## src/safing_pkg.sv

```systemverilog
// Package of constants and types for the safing supervisor.
//
// Operation
// - Release of the state-machine reset puts the machine in start-up mode.
// - Start-up mode takes no samples and keeps arm and n_out_a inactive.
// - Threshold writes are accepted only in start-up mode, refused elsewhere.
// - First successful watchdog service moves start-up to diagnostic mode.
// - Diagnostic mode lets host drive outputs both high or both low only.
// - Diagnostic mode waits for a control command; safing field enters safing mode.
// - Safing mode is left only by the state-machine reset.
// - Control command selecting scrap in diagnostic mode enters scrap mode.
// - Scrap mode ignores sensors and disables threshold comparison.
// - Scrap leaves to arming only by handshake, to start-up only by reset.
// - Arming mode holds arm high and active-low n_out_a low.
// - Seed comes from a free-running 8-bit counter, returned on seed request.
// - Submitted key is checked against key computed from the last read seed.
// - Arming needs matching key and valid arming-confirm signal together.
// - Expected key is the seed exclusive-or 0x55.
// - Wrong key, timeout or missing confirm returns arming to scrap mode.
// - Sequence ids map pairwise to thresholds 0 to 6; id 1110 to 7.
// - Three consecutive exceeding samples set safing; outputs follow plus dwell.
// - Dwell extension is 255 ms or 2.0 s, chosen by threshold top bit.
// - Sequence counter advances per response; mismatch sets error, disables safing; the code only stops comparison, a full run keeps safing set.
// - Sequence counter resets to 1111 so first sample makes it 0000.
package safing_pkg;

  // ----------------------------------------------------------------
  // Timing
  // ----------------------------------------------------------------
  localparam int unsigned CLK_HZ          = 50_000_000;
  localparam int unsigned SCRAP_TIMEOUT_US = 600;
  localparam int unsigned DWELL_SHORT_MS   = 255;
  localparam int unsigned DWELL_LONG_MS    = 2000;
  localparam int unsigned SCRAP_TIMEOUT_CYC = SCRAP_TIMEOUT_US * (CLK_HZ / 1_000_000);
  localparam int unsigned DWELL_SHORT_CYC  = DWELL_SHORT_MS * (CLK_HZ / 1000);
  localparam int unsigned DWELL_LONG_CYC   = DWELL_LONG_MS * (CLK_HZ / 1000);

  // ----------------------------------------------------------------
  // Values and fields
  // ----------------------------------------------------------------
  localparam logic [7:0] KEY_MASK       = 8'h55;
  localparam logic [3:0] SEQ_RESET      = 4'hf;
  localparam logic [3:0] SEQ_FROZEN     = 4'he;
  localparam logic [3:0] VALID_RESET    = 4'h0;
  localparam logic [7:0] SEED_RESET     = 8'h00;
  localparam logic [7:0] THRESH_RESET   = 8'h0d;
  localparam int unsigned NUM_THRESH    = 8;
  localparam int unsigned DWELL_SEL_BIT = 7;
  localparam logic [1:0] HIT_COUNT      = 2'h3;

  typedef enum logic [2:0] {
    MODE_STARTUP = 3'b000,
    MODE_DIAG    = 3'b001,
    MODE_SAFING  = 3'b010,
    MODE_SCRAP   = 3'b011,
    MODE_ARMING  = 3'b100
  } mode_type;

  typedef enum logic [1:0] {
    REQ_NONE   = 2'b00,
    REQ_SAFING = 2'b01,
    REQ_SCRAP  = 2'b10
  } mode_request_type;

endpackage

```

## src/safing_fsm.sv

```systemverilog
// Safing supervisor: mode machine, key handshake, sensor comparison and dwell.
`timescale 1ns/10ps
`default_nettype none
module safing_fsm #(
  parameter int unsigned SCRAP_TIMEOUT_CYC = safing_pkg::SCRAP_TIMEOUT_CYC,
  parameter int unsigned DWELL_SHORT_CYC   = safing_pkg::DWELL_SHORT_CYC,
  parameter int unsigned DWELL_LONG_CYC    = safing_pkg::DWELL_LONG_CYC
) (
  input  wire logic       clk,
  input  wire logic       rst_n,
  input  wire logic       fsm_reset_n,
  input  wire logic       watchdog_fed,
  input  wire logic       control_valid,
  input  wire logic [1:0] mode_request_field,
  input  wire logic       test_arm,
  input  wire logic       test_n_out_a,
  input  wire logic       thresh_wr,
  input  wire logic [2:0] thresh_idx,
  input  wire logic [7:0] thresh_data,
  input  wire logic       seed_req,
  input  wire logic       key_valid,
  input  wire logic [7:0] key_data,
  input  wire logic       arming_confirm_signal,
  input  wire logic       sync_in,
  input  wire logic       sample_valid,
  input  wire logic       sample_data_ok,
  input  wire logic [2:0] sequence_id_field,
  input  wire logic [9:0] sample_data,
  output logic            arm,
  output logic            n_out_a,
  output logic [7:0]      seed_out,
  output logic            thresh_wr_refused,
  output logic            sequence_error_flag,
  output logic [3:0]      valid_count,
  output logic [2:0]      mode_out
);

  // ----------------------------------------------------------------
  // Input synchronisers for pins
  // ----------------------------------------------------------------
  logic [1:0] fres_sync_reg;
  logic [1:0] confirm_sync_reg;
  logic [1:0] sync_sync_reg;
  logic       sync_prev_reg;
  logic       fsm_rst_active;
  logic       confirm_ok;
  logic       sync_rise;

  always_ff @(posedge clk or negedge rst_n) begin
    if (!rst_n) begin
      fres_sync_reg    <= 2'h0;
      confirm_sync_reg <= 2'h0;
      sync_sync_reg    <= 2'h0;
      sync_prev_reg    <= 1'b0;
    end else begin
      fres_sync_reg    <= {fres_sync_reg[0], fsm_reset_n};
      confirm_sync_reg <= {confirm_sync_reg[0], arming_confirm_signal};
      sync_sync_reg    <= {sync_sync_reg[0], sync_in};
      sync_prev_reg    <= sync_sync_reg[1];
    end
  end

  assign fsm_rst_active = !fres_sync_reg[1];
  assign confirm_ok     = confirm_sync_reg[1];
  assign sync_rise      = sync_sync_reg[1] && !sync_prev_reg;

  // ----------------------------------------------------------------
  // Mode machine
  // ----------------------------------------------------------------
  safing_pkg::mode_type mode_reg;
  safing_pkg::mode_type mode_next;
  logic [7:0]  seed_reg;
  logic [7:0]  frozen_seed_reg;
  logic        key_good;
  logic [15:0] scrap_timer_reg;
  logic        scrap_expired;

  // The key is checked against the seed the host last read, not the live count.
  assign key_good = (key_data == (frozen_seed_reg ^ safing_pkg::KEY_MASK));
  assign scrap_expired = (scrap_timer_reg == 16'h0000);

  always_comb begin
    mode_next = mode_reg;
    unique case (mode_reg)
      safing_pkg::MODE_STARTUP: begin
        if (watchdog_fed) begin
          mode_next = safing_pkg::MODE_DIAG;
        end
      end
      safing_pkg::MODE_DIAG: begin
        if (control_valid && mode_request_field == safing_pkg::REQ_SAFING) begin
          mode_next = safing_pkg::MODE_SAFING;
        end else if (control_valid && mode_request_field == safing_pkg::REQ_SCRAP) begin
          mode_next = safing_pkg::MODE_SCRAP;
        end
      end
      safing_pkg::MODE_SAFING: begin
        mode_next = safing_pkg::MODE_SAFING;
      end
      safing_pkg::MODE_SCRAP: begin
        if (key_valid && key_good && confirm_ok) begin
          mode_next = safing_pkg::MODE_ARMING;
        end
      end
      safing_pkg::MODE_ARMING: begin
        if ((key_valid && !key_good) || !confirm_ok || scrap_expired) begin
          mode_next = safing_pkg::MODE_SCRAP;
        end
      end
      default: begin
        mode_next = safing_pkg::MODE_STARTUP;
      end
    endcase
  end

  always_ff @(posedge clk or negedge rst_n) begin
    if (!rst_n) begin
      mode_reg <= safing_pkg::MODE_STARTUP;
    end else if (fsm_rst_active) begin
      mode_reg <= safing_pkg::MODE_STARTUP;
    end else begin
      mode_reg <= mode_next;
    end
  end

  // Timeout reloads on every good refresh while arming. A zero count reads as
  // expired, so arming can never be held by a timer that was never loaded.
  always_ff @(posedge clk or negedge rst_n) begin
    if (!rst_n) begin
      scrap_timer_reg <= 16'h0000;
    end else if (mode_next == safing_pkg::MODE_ARMING &&
                 (mode_reg != safing_pkg::MODE_ARMING || (key_valid && key_good))) begin
      scrap_timer_reg <= 16'(SCRAP_TIMEOUT_CYC);
    end else if (!scrap_expired) begin
      scrap_timer_reg <= scrap_timer_reg - 16'h0001;
    end
  end

  // ----------------------------------------------------------------
  // Seed generator
  // ----------------------------------------------------------------
  always_ff @(posedge clk or negedge rst_n) begin
    if (!rst_n) begin
      seed_reg        <= safing_pkg::SEED_RESET;
      frozen_seed_reg <= safing_pkg::SEED_RESET;
    end else begin
      seed_reg <= seed_reg + 8'h01;
      if (seed_req) begin
        frozen_seed_reg <= seed_reg;
      end
    end
  end

  // ----------------------------------------------------------------
  // Thresholds
  // ----------------------------------------------------------------
  logic [7:0] thresh_reg [safing_pkg::NUM_THRESH];

  generate
    for (genvar g = 0; g < safing_pkg::NUM_THRESH; g++) begin : g_thresh
      always_ff @(posedge clk or negedge rst_n) begin
        if (!rst_n) begin
          thresh_reg[g] <= safing_pkg::THRESH_RESET;
        end else if (fsm_rst_active) begin
          thresh_reg[g] <= safing_pkg::THRESH_RESET;
        end else if (thresh_wr && thresh_idx == 3'(g) &&
                     mode_reg == safing_pkg::MODE_STARTUP) begin
          thresh_reg[g] <= thresh_data;
        end
      end
    end
  endgenerate

  always_ff @(posedge clk or negedge rst_n) begin
    if (!rst_n) begin
      thresh_wr_refused <= 1'b0;
    end else begin
      thresh_wr_refused <= thresh_wr && mode_reg != safing_pkg::MODE_STARTUP;
    end
  end

  // ----------------------------------------------------------------
  // Sequence and valid-data counters
  // ----------------------------------------------------------------
  logic       sampling;
  logic       sens_msg;
  logic [3:0] seq_reg;
  logic [3:0] seq_now;
  logic       seq_err_reg;
  logic       seq_mismatch;

  // Only safing mode samples; start-up and scrap ignore the sensors.
  assign sampling     = (mode_reg == safing_pkg::MODE_SAFING);
  assign sens_msg     = sampling && sample_valid && seq_reg != safing_pkg::SEQ_FROZEN;
  assign seq_now      = seq_reg + 4'h1;
  assign seq_mismatch = sens_msg && (sequence_id_field != seq_now[2:0]);

  always_ff @(posedge clk or negedge rst_n) begin
    if (!rst_n) begin
      seq_reg     <= safing_pkg::SEQ_RESET;
      valid_count <= safing_pkg::VALID_RESET;
      seq_err_reg <= 1'b0;
    end else if (sync_rise || fsm_rst_active) begin
      seq_reg     <= safing_pkg::SEQ_RESET;
      valid_count <= safing_pkg::VALID_RESET;
      seq_err_reg <= 1'b0;
    end else if (sens_msg) begin
      seq_reg <= seq_now;
      if (seq_mismatch) begin
        seq_err_reg <= 1'b1;
      end
      if (sample_data_ok && !seq_mismatch && !seq_err_reg) begin
        valid_count <= valid_count + 4'h1;
      end
    end
  end

  always_ff @(posedge clk or negedge rst_n) begin
    if (!rst_n) begin
      sequence_error_flag <= 1'b0;
    end else begin
      sequence_error_flag <= seq_err_reg || seq_mismatch;
    end
  end

  // ----------------------------------------------------------------
  // Threshold comparison
  // ----------------------------------------------------------------
  // Runs are kept per sensor slot, not per threshold: two sensors that share a
  // threshold must not break each other's run of exceeding samples.
  localparam int unsigned NUM_SLOTS = 2 * safing_pkg::NUM_THRESH;

  logic [2:0]           tidx;
  logic [7:0]           tsel;
  logic                 data_good;
  logic                 exceed;
  logic [1:0]           hit_reg [NUM_SLOTS];
  logic [NUM_SLOTS-1:0] streak_full;
  logic                 safe_reg;
  logic                 long_sel_reg;

  assign tidx      = seq_now[3:1];
  assign tsel      = thresh_reg[tidx];
  assign data_good = sens_msg && sample_data_ok && !seq_mismatch && !seq_err_reg;
  // Low seven bits of the threshold scale to the 10-bit signed sample range.
  assign exceed    = !sample_data[9] && (sample_data[8:0] > {tsel[6:0], 2'b00});

  generate
    for (genvar h = 0; h < NUM_SLOTS; h++) begin : g_hits
      // A sample at or below its threshold restarts that sensor's run.
      always_ff @(posedge clk or negedge rst_n) begin
        if (!rst_n) begin
          hit_reg[h] <= 2'h0;
        end else if (!sampling) begin
          hit_reg[h] <= 2'h0;
        end else if (data_good && seq_now == 4'(h)) begin
          if (!exceed) begin
            hit_reg[h] <= 2'h0;
          end else if (hit_reg[h] != safing_pkg::HIT_COUNT) begin
            hit_reg[h] <= hit_reg[h] + 2'h1;
          end
        end
      end
      assign streak_full[h] = (hit_reg[h] == safing_pkg::HIT_COUNT);
    end
  endgenerate

  // The safing signal lasts while any sensor keeps its full run of exceeding samples.
  always_ff @(posedge clk or negedge rst_n) begin
    if (!rst_n) begin
      safe_reg     <= 1'b0;
      long_sel_reg <= 1'b0;
    end else if (!sampling) begin
      safe_reg <= 1'b0;
    end else begin
      safe_reg <= |streak_full;
      if (data_good && exceed && hit_reg[seq_now] == safing_pkg::HIT_COUNT - 2'h1) begin
        long_sel_reg <= tsel[safing_pkg::DWELL_SEL_BIT];
      end
    end
  end

  // ----------------------------------------------------------------
  // Dwell extension
  // ----------------------------------------------------------------
  logic [27:0] dwell_reg;

  always_ff @(posedge clk or negedge rst_n) begin
    if (!rst_n) begin
      dwell_reg <= 28'h0;
    end else if (!sampling) begin
      dwell_reg <= 28'h0;
    end else if (safe_reg) begin
      dwell_reg <= long_sel_reg ? 28'(DWELL_LONG_CYC) : 28'(DWELL_SHORT_CYC);
    end else if (dwell_reg != 28'h0) begin
      dwell_reg <= dwell_reg - 28'h1;
    end
  end

  // ----------------------------------------------------------------
  // Outputs
  // ----------------------------------------------------------------
  always_ff @(posedge clk or negedge rst_n) begin
    if (!rst_n) begin
      arm     <= 1'b0;
      n_out_a <= 1'b1;
    end else begin
      unique case (mode_reg)
        safing_pkg::MODE_DIAG: begin
          // Both-equal levels only; the active pair is never let through.
          arm     <= test_arm && test_n_out_a;
          n_out_a <= test_arm && test_n_out_a;
        end
        safing_pkg::MODE_SAFING: begin
          arm     <= safe_reg || dwell_reg != 28'h0;
          n_out_a <= !(safe_reg || dwell_reg != 28'h0);
        end
        safing_pkg::MODE_ARMING: begin
          arm     <= 1'b1;
          n_out_a <= 1'b0;
        end
        default: begin
          arm     <= 1'b0;
          n_out_a <= 1'b1;
        end
      endcase
    end
  end

  always_ff @(posedge clk or negedge rst_n) begin
    if (!rst_n) begin
      seed_out <= safing_pkg::SEED_RESET;
      mode_out <= 3'h0;
    end else begin
      if (seed_req) begin
        seed_out <= seed_reg;
      end
      mode_out <= mode_reg;
    end
  end

endmodule // safing_fsm
`default_nettype wire

```

## config.mk

```make
export PLATFORM = sky130hd
export DESIGN_NAME = safing_fsm
export DESIGN_NICKNAME = d
export VERILOG_FILES = /design/src/safing_pkg.sv /design/src/safing_fsm.sv
export SDC_FILE = /design/constraint.sdc
export NUM_CORES = 1
export LEC_CHECK = 0
export ABC_AREA = 1
export BUFFER_PORTS_ARGS = -buffer_cell sky130_fd_sc_hd__buf_4
export CAP_MARGIN = 5
export CORE_AREA = 2 2 156 158
export DETAILED_ROUTE_END_ITERATION = 10
export DIE_AREA = 0 0 158 160
export PLACE_DENSITY = 0.66
export SLEW_MARGIN = 20
export SYNTH_ARGS = -nofsm -noshare
export SYNTH_HDL_FRONTEND = slang
export SYNTH_SLANG_ARGS = --single-unit
```

## constraint.sdc

```tcl
create_clock -name clk -period 4.4 [get_ports clk]
set_input_delay 0.44 -clock clk [delete_from_list [all_inputs] [get_ports clk]]
set_output_delay 0.44 -clock clk [all_outputs]
set_load 0.005 [all_outputs]
```

==> results of run 1 <==
-- stage by stage --
stage	hold slack [ps]	total power, W	setup slack, ps	utilization, %	area [um^2]
after global placement	331	0.00258	548	47.3	11300
after floorplan	144	0.00236	776	-	10500
after detailed placement	335	0.00259	510	47.3	11300
after CTS	85.8	0.00411	476	49.7	11800
final	102	0.00409	455	49.9	11900
after global routing	88.0	0.00429	53.3	49.9	11900
-- power by group through the flow --
stage	clock (W)	combinational [W]	sequential, W
floorplan	0	0.000457	0.00191
global placement	0	0.000648	0.00193
detailed placement	0	0.000660	0.00193
CTS	0.00155	0.000662	0.00190
global route	0.00162	0.000754	0.00192
finish	0.00153	0.000662	0.00190
-- cell usage after synthesis, drive strengths merged (16+ instances only) --
library cell,count,area share [%]
dfstp,29,7.2
o21ai,129,6.6
buf,30,1.9
a21oi,42,2.0
inv,157,5.6
nand3,98,4.8
ha,34,4.0
nor2,175,6.9
dfrtp,155,37
nand2,395,14
o21bai,16,2.9
xor2,22,1.8
-- final cells by class --
cell class                 count  area (um^2)  share of cell area, %
timing repair buffer          77          607                   5.11
clock buffer                  19          443                   3.73
multi-input combinational    980         5060                   42.6
sequential                   184         4640                   39.0
inverter                     158          593                   4.99
clock inverter                13          136                   1.15
tap                          324          405                   3.41
-- final timing paths --
path	to	depth (start not counted)	startpoint
max	hit_reg[7]	18	seq_reg[0]
min	confirm_sync_reg[0]	1	arming_confirm_signal
max reg2reg	hit_reg[7]	18	seq_reg[0]
min reg2reg	fres_sync_reg[1]	0	fres_sync_reg[0]
max in group asynchronous	thresh_reg[56]	4	rst_n
min in group asynchronous	scrap_timer_reg[9]	2	rst_n
-- cell families after synthesis --
family          count (synthesis)
simple gates                  709
xor+xnor                       30
mux                             6
flops                         184
buf+inv                       194
compound gates                201
fa+ha+maj                      34
-- worst max-delay path: stages, from the launching register on --
cell and delay (ps):
dfstp_2 730, inv_1 100, ha_1 320, buf_4 420
nand2_1 120, a21oi_1 200, nor2_1 80, nand3_1 70
inv_1 40, ha_1 290, nand2_1 100, nor3_1 50
nand4_1 70, nand3_1 90, inv_2 280, nand2_2 460
nor2_1 240, nand3_1 100, nand2_1 70
-- per-layer routing --
metal	GRT usage, %	up-vias
li1	-	4466
met2	32.7	200
met1	29.4	4170
met4	6.76	0
met5	0	-
met3	3.01	33
-- layout by cell type (no fill, tap or decap), types with 2 or more instances in the layout --
master	n
xnor2_1	8
nand2_1	384
dfstp_2	29
o31ai_1	2
nor2_1	163
nor3_1	14
clkbuf_8	2
nand3_2	3
o21ai_1	37
buf_4	74
inv_2	17
o21ai_2	11
clkinv_8	2
clkinvlp_4	2
clkinv_4	3
nor4_1	8
ha_1	34
nand3_1	95
inv_8	4
dfrtp_1	155
clkbuf_16	17
nand4_1	14
nand2_2	10
o22ai_1	4
a22oi_1	2
o21bai_4	16
o21ai_0	80
inv_1	140
nor2_2	6
a21oi_1	42
nor2_4	5
mux2i_1	5
xor2_1	22
inv_6	2
==> flow_metrics.py, run 1 <==
metrics = {
    "outcome": {
        "outcome": "finished clean",
    },
    "setup_path": {
        "timing.critical_path.to_type": "flop",
        "cp_arrival_ps": 4320,
        "worst_ep_required_time_ps": 4770,
        "worstPathMaxFanout": 42,
        "crit_path_start_kind": "flop",
        "worst-r2r-setup-slack_ps": 460,
        "path_class": "flop to flop",
    },
    "floorplan": {
        "boundaryPins": 67,
        "placementRows": 57,
        "start_util_pct": 44.1,
        "die_h_um": 160,
        "die-area_mm2": 0.0253,
        "coreArea_mm2": 0.0238,
        "die_width_um": 158,
    },
    "power_and_ir_drop": {
        "power_report.internal_total_w": 0.00282,
        "ir_drop_mv": 0.225,
        "p_leak_nw": 6.29,
        "p_per_area_mw_per_mm2": 344,
        "p_sw_share_pct": 31.1,
        "sequentialPowerShare_pct": 46.5,
        "clkPwrFrac_pct": 37.3,
        "power.net_switching_w": 0.00127,
        "part_of_the_total_power_dissipated_in_combinational_logic_pct": 16.2,
    },
    "cells_and_area": {
        "n_fill_cell": 2341,
        "final_net_count": 1500,
        "max_ffs_per_register": 64,
        "inserted_diodes": 0,
        "drive_gt1_share_pct": 14.8,
        "syn_to_final_growth_pct": 13.0,
        "stdcell_count": 1755,
    },
    "detailed_routing": {
        "detail_route.first_pass.iterations": 5,
        "sum_of_met3_wire_segment_lengths_after_detailed_routing_um": 1040,
        "top_layer": "met4",
        "initialDrtViolationCount": 604,
        "met1_length_um": 11900,
        "dr_total_vias": 8869,
        "avgViaCountPerCell": 5.05,
        "remaining_antenna_violation_count_after_routing": 0,
        "drt-total-wl_um": 25100,
        "wl_per_cell_um": 14.3,
        "detailroute.wirelength.met2_um": 11600,
        "remaining_drc_errors": 0,
    },
    "logic_synthesis": {
        "synth_ff_type": "dfrtp_1",
        "synthesis.area_mm2": 0.0105,
        "synth-compound-area-share_pct": 12.4,
        "syn_area_cell_um2": 7.74,
        "combinational_family_with_the_most_area_after_synthesis": "simple AND/OR/NAND/NOR gates",
        "synth-seq-cells": 184,
        "synth-edff-count": 0,
        "synth_seq_area_share_pct": 44.1,
        "yosys-mux-area-fraction_pct": 0.583,
        "ys_warn_count": 0,
        "post_synth_xor_area_fraction_pct": 2.50,
        "area_fraction_in_and_or_nand_and_nor_cells_after_synthesis_pct": 28.5,
        "asyncSetResetFlopFracSynth_pct": 100,
        "yosys.area_share.adder_pct": 4.05,
        "mappedNetlistNets": 1440,
        "netlist_instances": 1358,
        "yosys.cell_types.count": 46,
    },
    "timing": {
        "maxSlewHeadroom_pct": 49.2,
        "final.setup_skew_ps": 13.5,
        "final-max-slew-violation-count": 0,
        "finalSetupTns_ps": 0,
        "worst-slew-pin-transition_ps": 763,
        "fin_crit_ps": 3940,
        "timing.final.setup_violations": 0,
        "rsz_0062_raised_after_global_routing": "no",
        "upper_clock_frequency_limit_ghz": 0.254,
        "timing_hold_violations_final": 0,
        "period_share_pct": 89.6,
    },
    "clock_network": {
        "cts-resized-gates": 0,
        "clockRootBuffer": "clkbuf_16",
        "numCtsBuffers": 17,
        "holdBufCountCts": 0,
        "numClockSinks": 184,
        "cts_setup_buffers": 0,
        "cts.htree.levels": 4,
        "clk_lat_worst_skew_ps": 450,
        "clkSlewWorstSetupHoldPaths_ps": 70,
        "ctsLongestPathBuffers": 2,
        "clock_tree_from_tritoncts": "built",
    },
    "job": {
        "max_cap_violations": 0,
    },
    "grt": {
        "grt_start_max_net_pins": 129,
        "grt_pass1_vias": 8336,
        "gr-total-overflow": 0,
        "track_usage_pct": 20.8,
        "antenna_found_initial": 0,
        "grt_pass1_wl_um": 42000,
    },
    "hold_path": {
        "holdCritPathClass": "primary input to flop",
    },
    "placement": {
        "post-dp-hpwl_um": 17900,
        "numPortBuffers": 66,
        "gp_weighted_congestion": 0.841,
        "placed_cells": 1721,
    },
}
Note: power is estimated with default switching activity, not from simulation.
==> run 2, diff against run 1 <==
- CORE_AREA: 2 2 156 158 -> 2 2 133 186
- CTS_CLUSTER_DIAMETER: default -> 40
- DIE_AREA: 0 0 158 160 -> 0 0 135 188
- PLACE_DENSITY: 0.66 -> 0.59
==> flow_metrics.py, run 2 (synthesized netlist as in run 1, its figures left out) <==
metrics = {
    "setup_path": {
        "timing.critical_path.depth": 16,
        "critical-path-max-stage-delay_ps": 800,
        "worst_ep_required_time_ps": 4730,
        "cp_cell_sequence": "inv_1, ha_1, inv_2, o21ai_0, a21oi_1, nand3_1, inv_1, ha_1, a21oi_1, o21a_1, nand2_1, buf_4, nand2_4, nor2_1, nand3_1, nand2_1",
        "critical_path.slowest_cell": "dfstp_2",
        "cp_arrival_ps": 4180,
        "crit_path_start_kind": "flop",
        "timing.critical_path.to_type": "flop",
        "worstPathMaxFanout": 32,
        "critical_path_buf_inv_count": 4,
        "worstSetupEndpoint": "hit_reg[0]",
        "worst-r2r-setup-slack_ps": 550,
        "rr_worst_depth": 16,
        "worst_r2r_endpoint": "hit_reg[0]",
        "reg2reg_from": "seq_reg[0]",
        "cp_top_family": "buffers and inverters",
        "path_class": "flop to flop",
        "crit_path_start": "seq_reg[0]",
    },
    "hold_path": {
        "holdCritPathClass": "primary input to asynchronous set/reset pin",
    },
    "clock_network": {
        "clockRootBuffer": "clkbuf_16",
        "numClockSinks": 184,
        "clock_tree_from_tritoncts": "built",
        "clk_lat_worst_skew_ps": 440,
        "cts.htree.levels": 4,
        "clkSlewWorstSetupHoldPaths_ps": 80,
        "ctsLongestPathBuffers": 2,
        "numCtsBuffers": 17,
    },
    "floorplan": {
        "die_h_um": 188,
        "start_util_pct": 44.2,
        "boundaryPins": 67,
        "placementRows": 67,
        "coreArea_mm2": 0.0238,
        "die-area_mm2": 0.0254,
        "die_width_um": 135,
    },
    "placement": {
        "post-dp-hpwl_um": 17800,
        "placement.setup.worst_slack_ps": 375,
        "numPortBuffers": 66,
        "detailed_place.area_mm2": 0.0112,
        "gp_weighted_congestion": 0.837,
    },
    "timing": {
        "timing_hold_violations_final": 0,
        "fin_crit_ps": 3850,
        "worst-slew-pin-transition_ps": 796,
        "worst_hold_check_slack_ps": 40.5,
        "period_share_pct": 87.4,
        "finalSetupTns_ps": 0,
        "final-max-slew-violation-count": 0,
        "upper_clock_frequency_limit_ghz": 0.260,
        "rsz_0062_raised_after_global_routing": "no",
        "maxSlewHeadroom_pct": 46.8,
        "timing.final.setup_violations": 0,
        "setup_ws_ps": 554,
        "final.setup_skew_ps": 11.7,
    },
    "cells_and_area": {
        "syn_to_final_growth_pct": 12.5,
        "final_net_count": 1496,
        "max_ffs_per_register": 64,
        "fin_area_mm2": 0.0118,
        "drive_gt1_share_pct": 14.7,
        "final_common_cell": "nand2_1",
        "n_fill_cell": 2349,
        "inserted_diodes": 0,
        "top_library_cells_by_usage_in_the_layout_fill_and_taps_aside": "384 x nand2_1, 163 x nor2_1, 155 x dfrtp_1, 140 x inv_1, 95 x nand3_1",
    },
    "detailed_routing": {
        "remaining_antenna_violation_count_after_routing": 0,
        "dr_total_vias": 8720,
        "initialDrtViolationCount": 596,
        "drt-total-wl_um": 25100,
        "wl_per_cell_um": 14.4,
        "avgViaCountPerCell": 5.02,
        "remaining_drc_errors": 0,
        "detail_route.first_pass.iterations": 5,
    },
    "power_and_ir_drop": {
        "ir_drop_mv": 0.300,
        "p_per_area_mw_per_mm2": 346,
        "sequentialPowerShare_pct": 46.4,
        "power_report.internal_total_w": 0.00285,
        "clkPwrFrac_pct": 37.6,
        "p_sw_share_pct": 30.4,
        "part_of_the_total_power_dissipated_in_combinational_logic_pct": 16.0,
        "power.net_switching_w": 0.00124,
        "p_leak_nw": 6.29,
    },
    "grt": {
        "track_usage_pct": 20.9,
        "antenna_found_initial": 0,
        "grt_pass1_wl_um": 42500,
        "grt_pass1_vias": 8573,
        "grt_start_max_net_pins": 100,
        "gr-total-overflow": 0,
    },
    "outcome": {
        "outcome": "finished clean",
    },
    "job": {
        "max_cap_violations": 0,
    },
}
[run 2: changes by cell type in the layout (fill, tap and decap cells not counted), moves of 2 or more]
| cell | change |
|---|---|
| clkinv_4 | -3 |
| clkinv_2 | +2 |
| inv_8 | -3 |
| buf_4 | -3 |
| inv_6 | +7 |
[run 2: worst reg2reg max path: cells and delay by family, from the launching register on]
kind | cells | cell delay, ps
compound gates | 4 | 740
flops | 1 | 800
fa+ha+maj | 2 | 610
simple gates | 6 | 770
buf+inv | 4 | 820
[run 2: worst min-delay path by stage]
stage                          start               end  slack (ps)  cells past startpoint
floorplan                      rst_n               arm         140                      0
global placement    fres_sync_reg[0]  fres_sync_reg[1]         330                      0
detailed placement  fres_sync_reg[0]  fres_sync_reg[1]         340                      0
CTS                            rst_n      dwell_reg[5]          80                      1
global route                 sync_in  sync_sync_reg[0]          80                      1
finish                         rst_n      dwell_reg[5]          40                      1
[run 2: area by class of cell]
type	count	area, um^2	share of cell area (%)
multi-input combinational	980	5060	42.8
inverter	158	593	5.01
timing repair buffer	73	567	4.79
clock inverter	15	154	1.30
clock buffer	17	425	3.60
tap	310	388	3.28
sequential	184	4640	39.2
[run 2: what timing repair did]
action,in CTS,in global routing
hold buffers,0,0
buffers inserted,0,0
gates resized for setup,0,1
endpoints found under the setup margin,0,18
[run 2: power by group through the flow]
| stage | Clock [W] | Combinational, W | Sequential, W |
|---|---|---|---|
| floorplan | 0 | 0.000457 | 0.00191 |
| global placement | 0 | 0.000652 | 0.00193 |
| detailed placement | 0 | 0.000658 | 0.00193 |
| CTS | 0.00157 | 0.000661 | 0.00190 |
| global route | 0.00165 | 0.000750 | 0.00192 |
| finish | 0.00154 | 0.000654 | 0.00190 |
[run 2: per-layer routing]
| layer | track usage [%] | vias to the layer above | routed length, um |
|---|---|---|---|
| met1 | 26.8 | 4074 | 11300 |
| li1 | - | 4457 | - |
| met5 | 0 | - | 0 |
| met3 | 3.08 | 34 | 694 |
| met4 | 6.89 | 0 | 499 |
| met2 | 36.1 | 155 | 12600 |
[run 2: through the flow]
| stage | power, W | utilization, % | instances |
|---|---|---|---|
| CTS | 0.00413 | 49.7 | 1737 |
| global route | 0.00431 | 49.7 | 1737 |
| global placement | 0.00258 | 47.2 | 1705 |
| finish | 0.00409 | 49.7 | 1737 |
| floorplan | 0.00236 | - | 1358 |
| detailed placement | 0.00259 | 47.2 | 1705 |
==> run 3, diff against run 2 <==
- CORE_AREA: 2 2 133 186 -> 2 2 115 162
- DIE_AREA: 0 0 135 188 -> 0 0 117 164
- HOLD_SLACK_MARGIN: default -> 0.1
- PLACE_DENSITY: 0.59 -> 0.76
==> flow_metrics.py, run 3 (synthesized netlist as in run 1, its figures left out) <==
metrics = {
    "outcome": {
        "outcome": "finished clean",
    },
    "detailed_routing": {
        "wl_per_cell_um": 14.4,
        "remaining_antenna_violation_count_after_routing": 0,
        "initialDrtViolationCount": 415,
        "remaining_drc_errors": 0,
        "drt-total-wl_um": 24100,
        "avgViaCountPerCell": 5.36,
        "dr_total_vias": 8957,
        "detail_route.first_pass.iterations": 5,
    },
    "placement": {
        "gp_weighted_congestion": 0.872,
        "numPortBuffers": 66,
        "post-dp-hpwl_um": 17400,
    },
    "timing": {
        "timing_hold_violations_final": 0,
        "final.setup_skew_ps": 12.0,
        "maxSlewHeadroom_pct": 36.2,
        "fin_crit_ps": 3830,
        "worst-slew-pin-transition_ps": 956,
        "timing.final.setup_violations": 0,
        "final-max-slew-violation-count": 0,
        "finalSetupTns_ps": 0,
        "upper_clock_frequency_limit_ghz": 0.261,
        "rsz_0062_raised_after_global_routing": "no",
        "period_share_pct": 87.0,
    },
    "setup_path": {
        "worst_ep_required_time_ps": 4780,
        "critical-path-max-stage-delay_ps": 630,
        "path_class": "flop to flop",
        "reg2reg_from": "seq_reg[0]",
        "crit_path_start": "seq_reg[0]",
        "cp_arrival_ps": 4210,
        "crit_path_start_kind": "flop",
        "timing.critical_path.to_type": "flop",
        "crit_top_cell": "nand2_1",
        "worstPathMaxFanout": 32,
        "cp_cell_sequence": "ha_1, nand2_1, nand2_2, inv_2, nor2_4, inv_1, a21oi_1, nor2_1, nand3_1, inv_1, ha_1, nand2_1, o21a_1, nand2_1, nand2_2, nor2_1, nand3_1, nand2_1",
        "critical_path.slowest_cell": "dfstp_2",
    },
    "floorplan": {
        "placementRows": 58,
        "die_h_um": 164,
        "die_width_um": 117,
        "coreArea_mm2": 0.0178,
        "die-area_mm2": 0.0192,
        "start_util_pct": 59.1,
        "boundaryPins": 67,
    },
    "grt": {
        "gr-total-overflow": 0,
        "antenna_found_initial": 0,
        "grt_pass1_vias": 8753,
        "grt_pass1_wl_um": 40600,
        "track_usage_pct": 26.7,
        "grt_start_max_net_pins": 121,
    },
    "clock_network": {
        "cts.htree.levels": 4,
        "ctsLongestPathBuffers": 2,
        "clock_tree_from_tritoncts": "built",
        "numCtsBuffers": 17,
        "clkSlewWorstSetupHoldPaths_ps": 80,
        "cts_setup_buffers": 0,
        "clk_lat_worst_skew_ps": 440,
        "clockRootBuffer": "clkbuf_16",
        "numClockSinks": 184,
    },
    "cells_and_area": {
        "top_library_cells_by_usage_in_the_layout_fill_and_taps_aside": "384 x nand2_1, 163 x nor2_1, 155 x dfrtp_1, 140 x inv_1, 95 x nand3_1",
        "final_net_count": 1501,
        "max_ffs_per_register": 64,
        "inserted_diodes": 0,
        "syn_to_final_growth_pct": 11.9,
        "n_fill_cell": 1538,
        "final_util_pct": 66.2,
        "final_common_cell": "nand2_1",
        "drive_gt1_share_pct": 14.7,
    },
    "hold_path": {
        "holdCritPathClass": "primary input to asynchronous set/reset pin",
    },
    "job": {
        "max_cap_violations": 0,
    },
    "power_and_ir_drop": {
        "p_per_area_mw_per_mm2": 345,
        "ir_drop_mv": 0.259,
        "p_leak_nw": 6.29,
    },
}
run 3: cell count changes in the layout (fill, tap and decap cells not counted):
cell,previous run,this run
dlygate4sd3_1,0,3
nand2_2,9,10
buf_12,1,0
bufinv_16,1,0
inv_6,9,8
inv_8,1,3
clkbuf_1,0,1
buf_4,71,74
clkinv_2,2,0
nand2_4,2,1
clkbuf_8,1,2
run 3: power by group:
part,switching (W),internal (W),total (W),leakage [nW]
clock network,0.000727,0.000770,0.00150,0.279
logic,0.000426,0.000234,0.000660,3.68
registers,0.0000838,0.00182,0.00190,2.33
run 3: area by class of cell:
type,count,area (um^2),share of cell area (%)
inverter,158,593,5.04
tap,240,300,2.55
timing repair buffer,78,599,5.09
multi-input combinational,980,5060,43.0
sequential,184,4640,39.4
clock inverter,13,128,1.08
clock buffer,19,443,3.77
run 3: final timing paths:
kind                                       end  slack, ps  cells after the start
min in group clk             thresh_wr_refused        240                      3
max in group asynchronous       thresh_reg[19]       3170                      2
max reg2reg                        hit_reg[16]        570                     18
min reg2reg                confirm_sync_reg[1]        350                      0
min                               dwell_reg[2]        110                      1
max                                hit_reg[16]        570                     18
run 3: critical path: cells and delay by family, from the launching register on:
kind / cells / cell delay [ps]
AO/OA/AOI/OAI: 2 / 350
adder cells (fa/ha/maj): 2 / 520
flip-flops: 1 / 630
AND/OR/NAND/NOR: 11 / 1950
buffers and inverters: 3 / 310
run 3: through the flow:
stage	hold slack [ps]	cells	power (W)	area, um^2	setup WS, ps
after global routing	210	1672	0.00424	11800	328
after detailed placement	337	1637	0.00259	11200	669
after floorplan	144	1358	0.00236	10500	776
after CTS	179	1672	0.00408	11800	652
after global placement	333	1637	0.00257	11200	707
final	111	1672	0.00406	11800	572
run 3: layer usage:
layer	up-vias	track usage, %	share of wire, %
li1	4484	-	-
met2	178	46.9	52
met5	-	0	0
met1	4236	32.2	42
met4	0	12.5	3.3
met3	59	3.47	3.0
run 3: timing repair:
action / in CTS / in global routing
endpoints found under the hold margin: 3 / 0
hold buffers: 3 / 0
gates resized for setup: 0 / 0
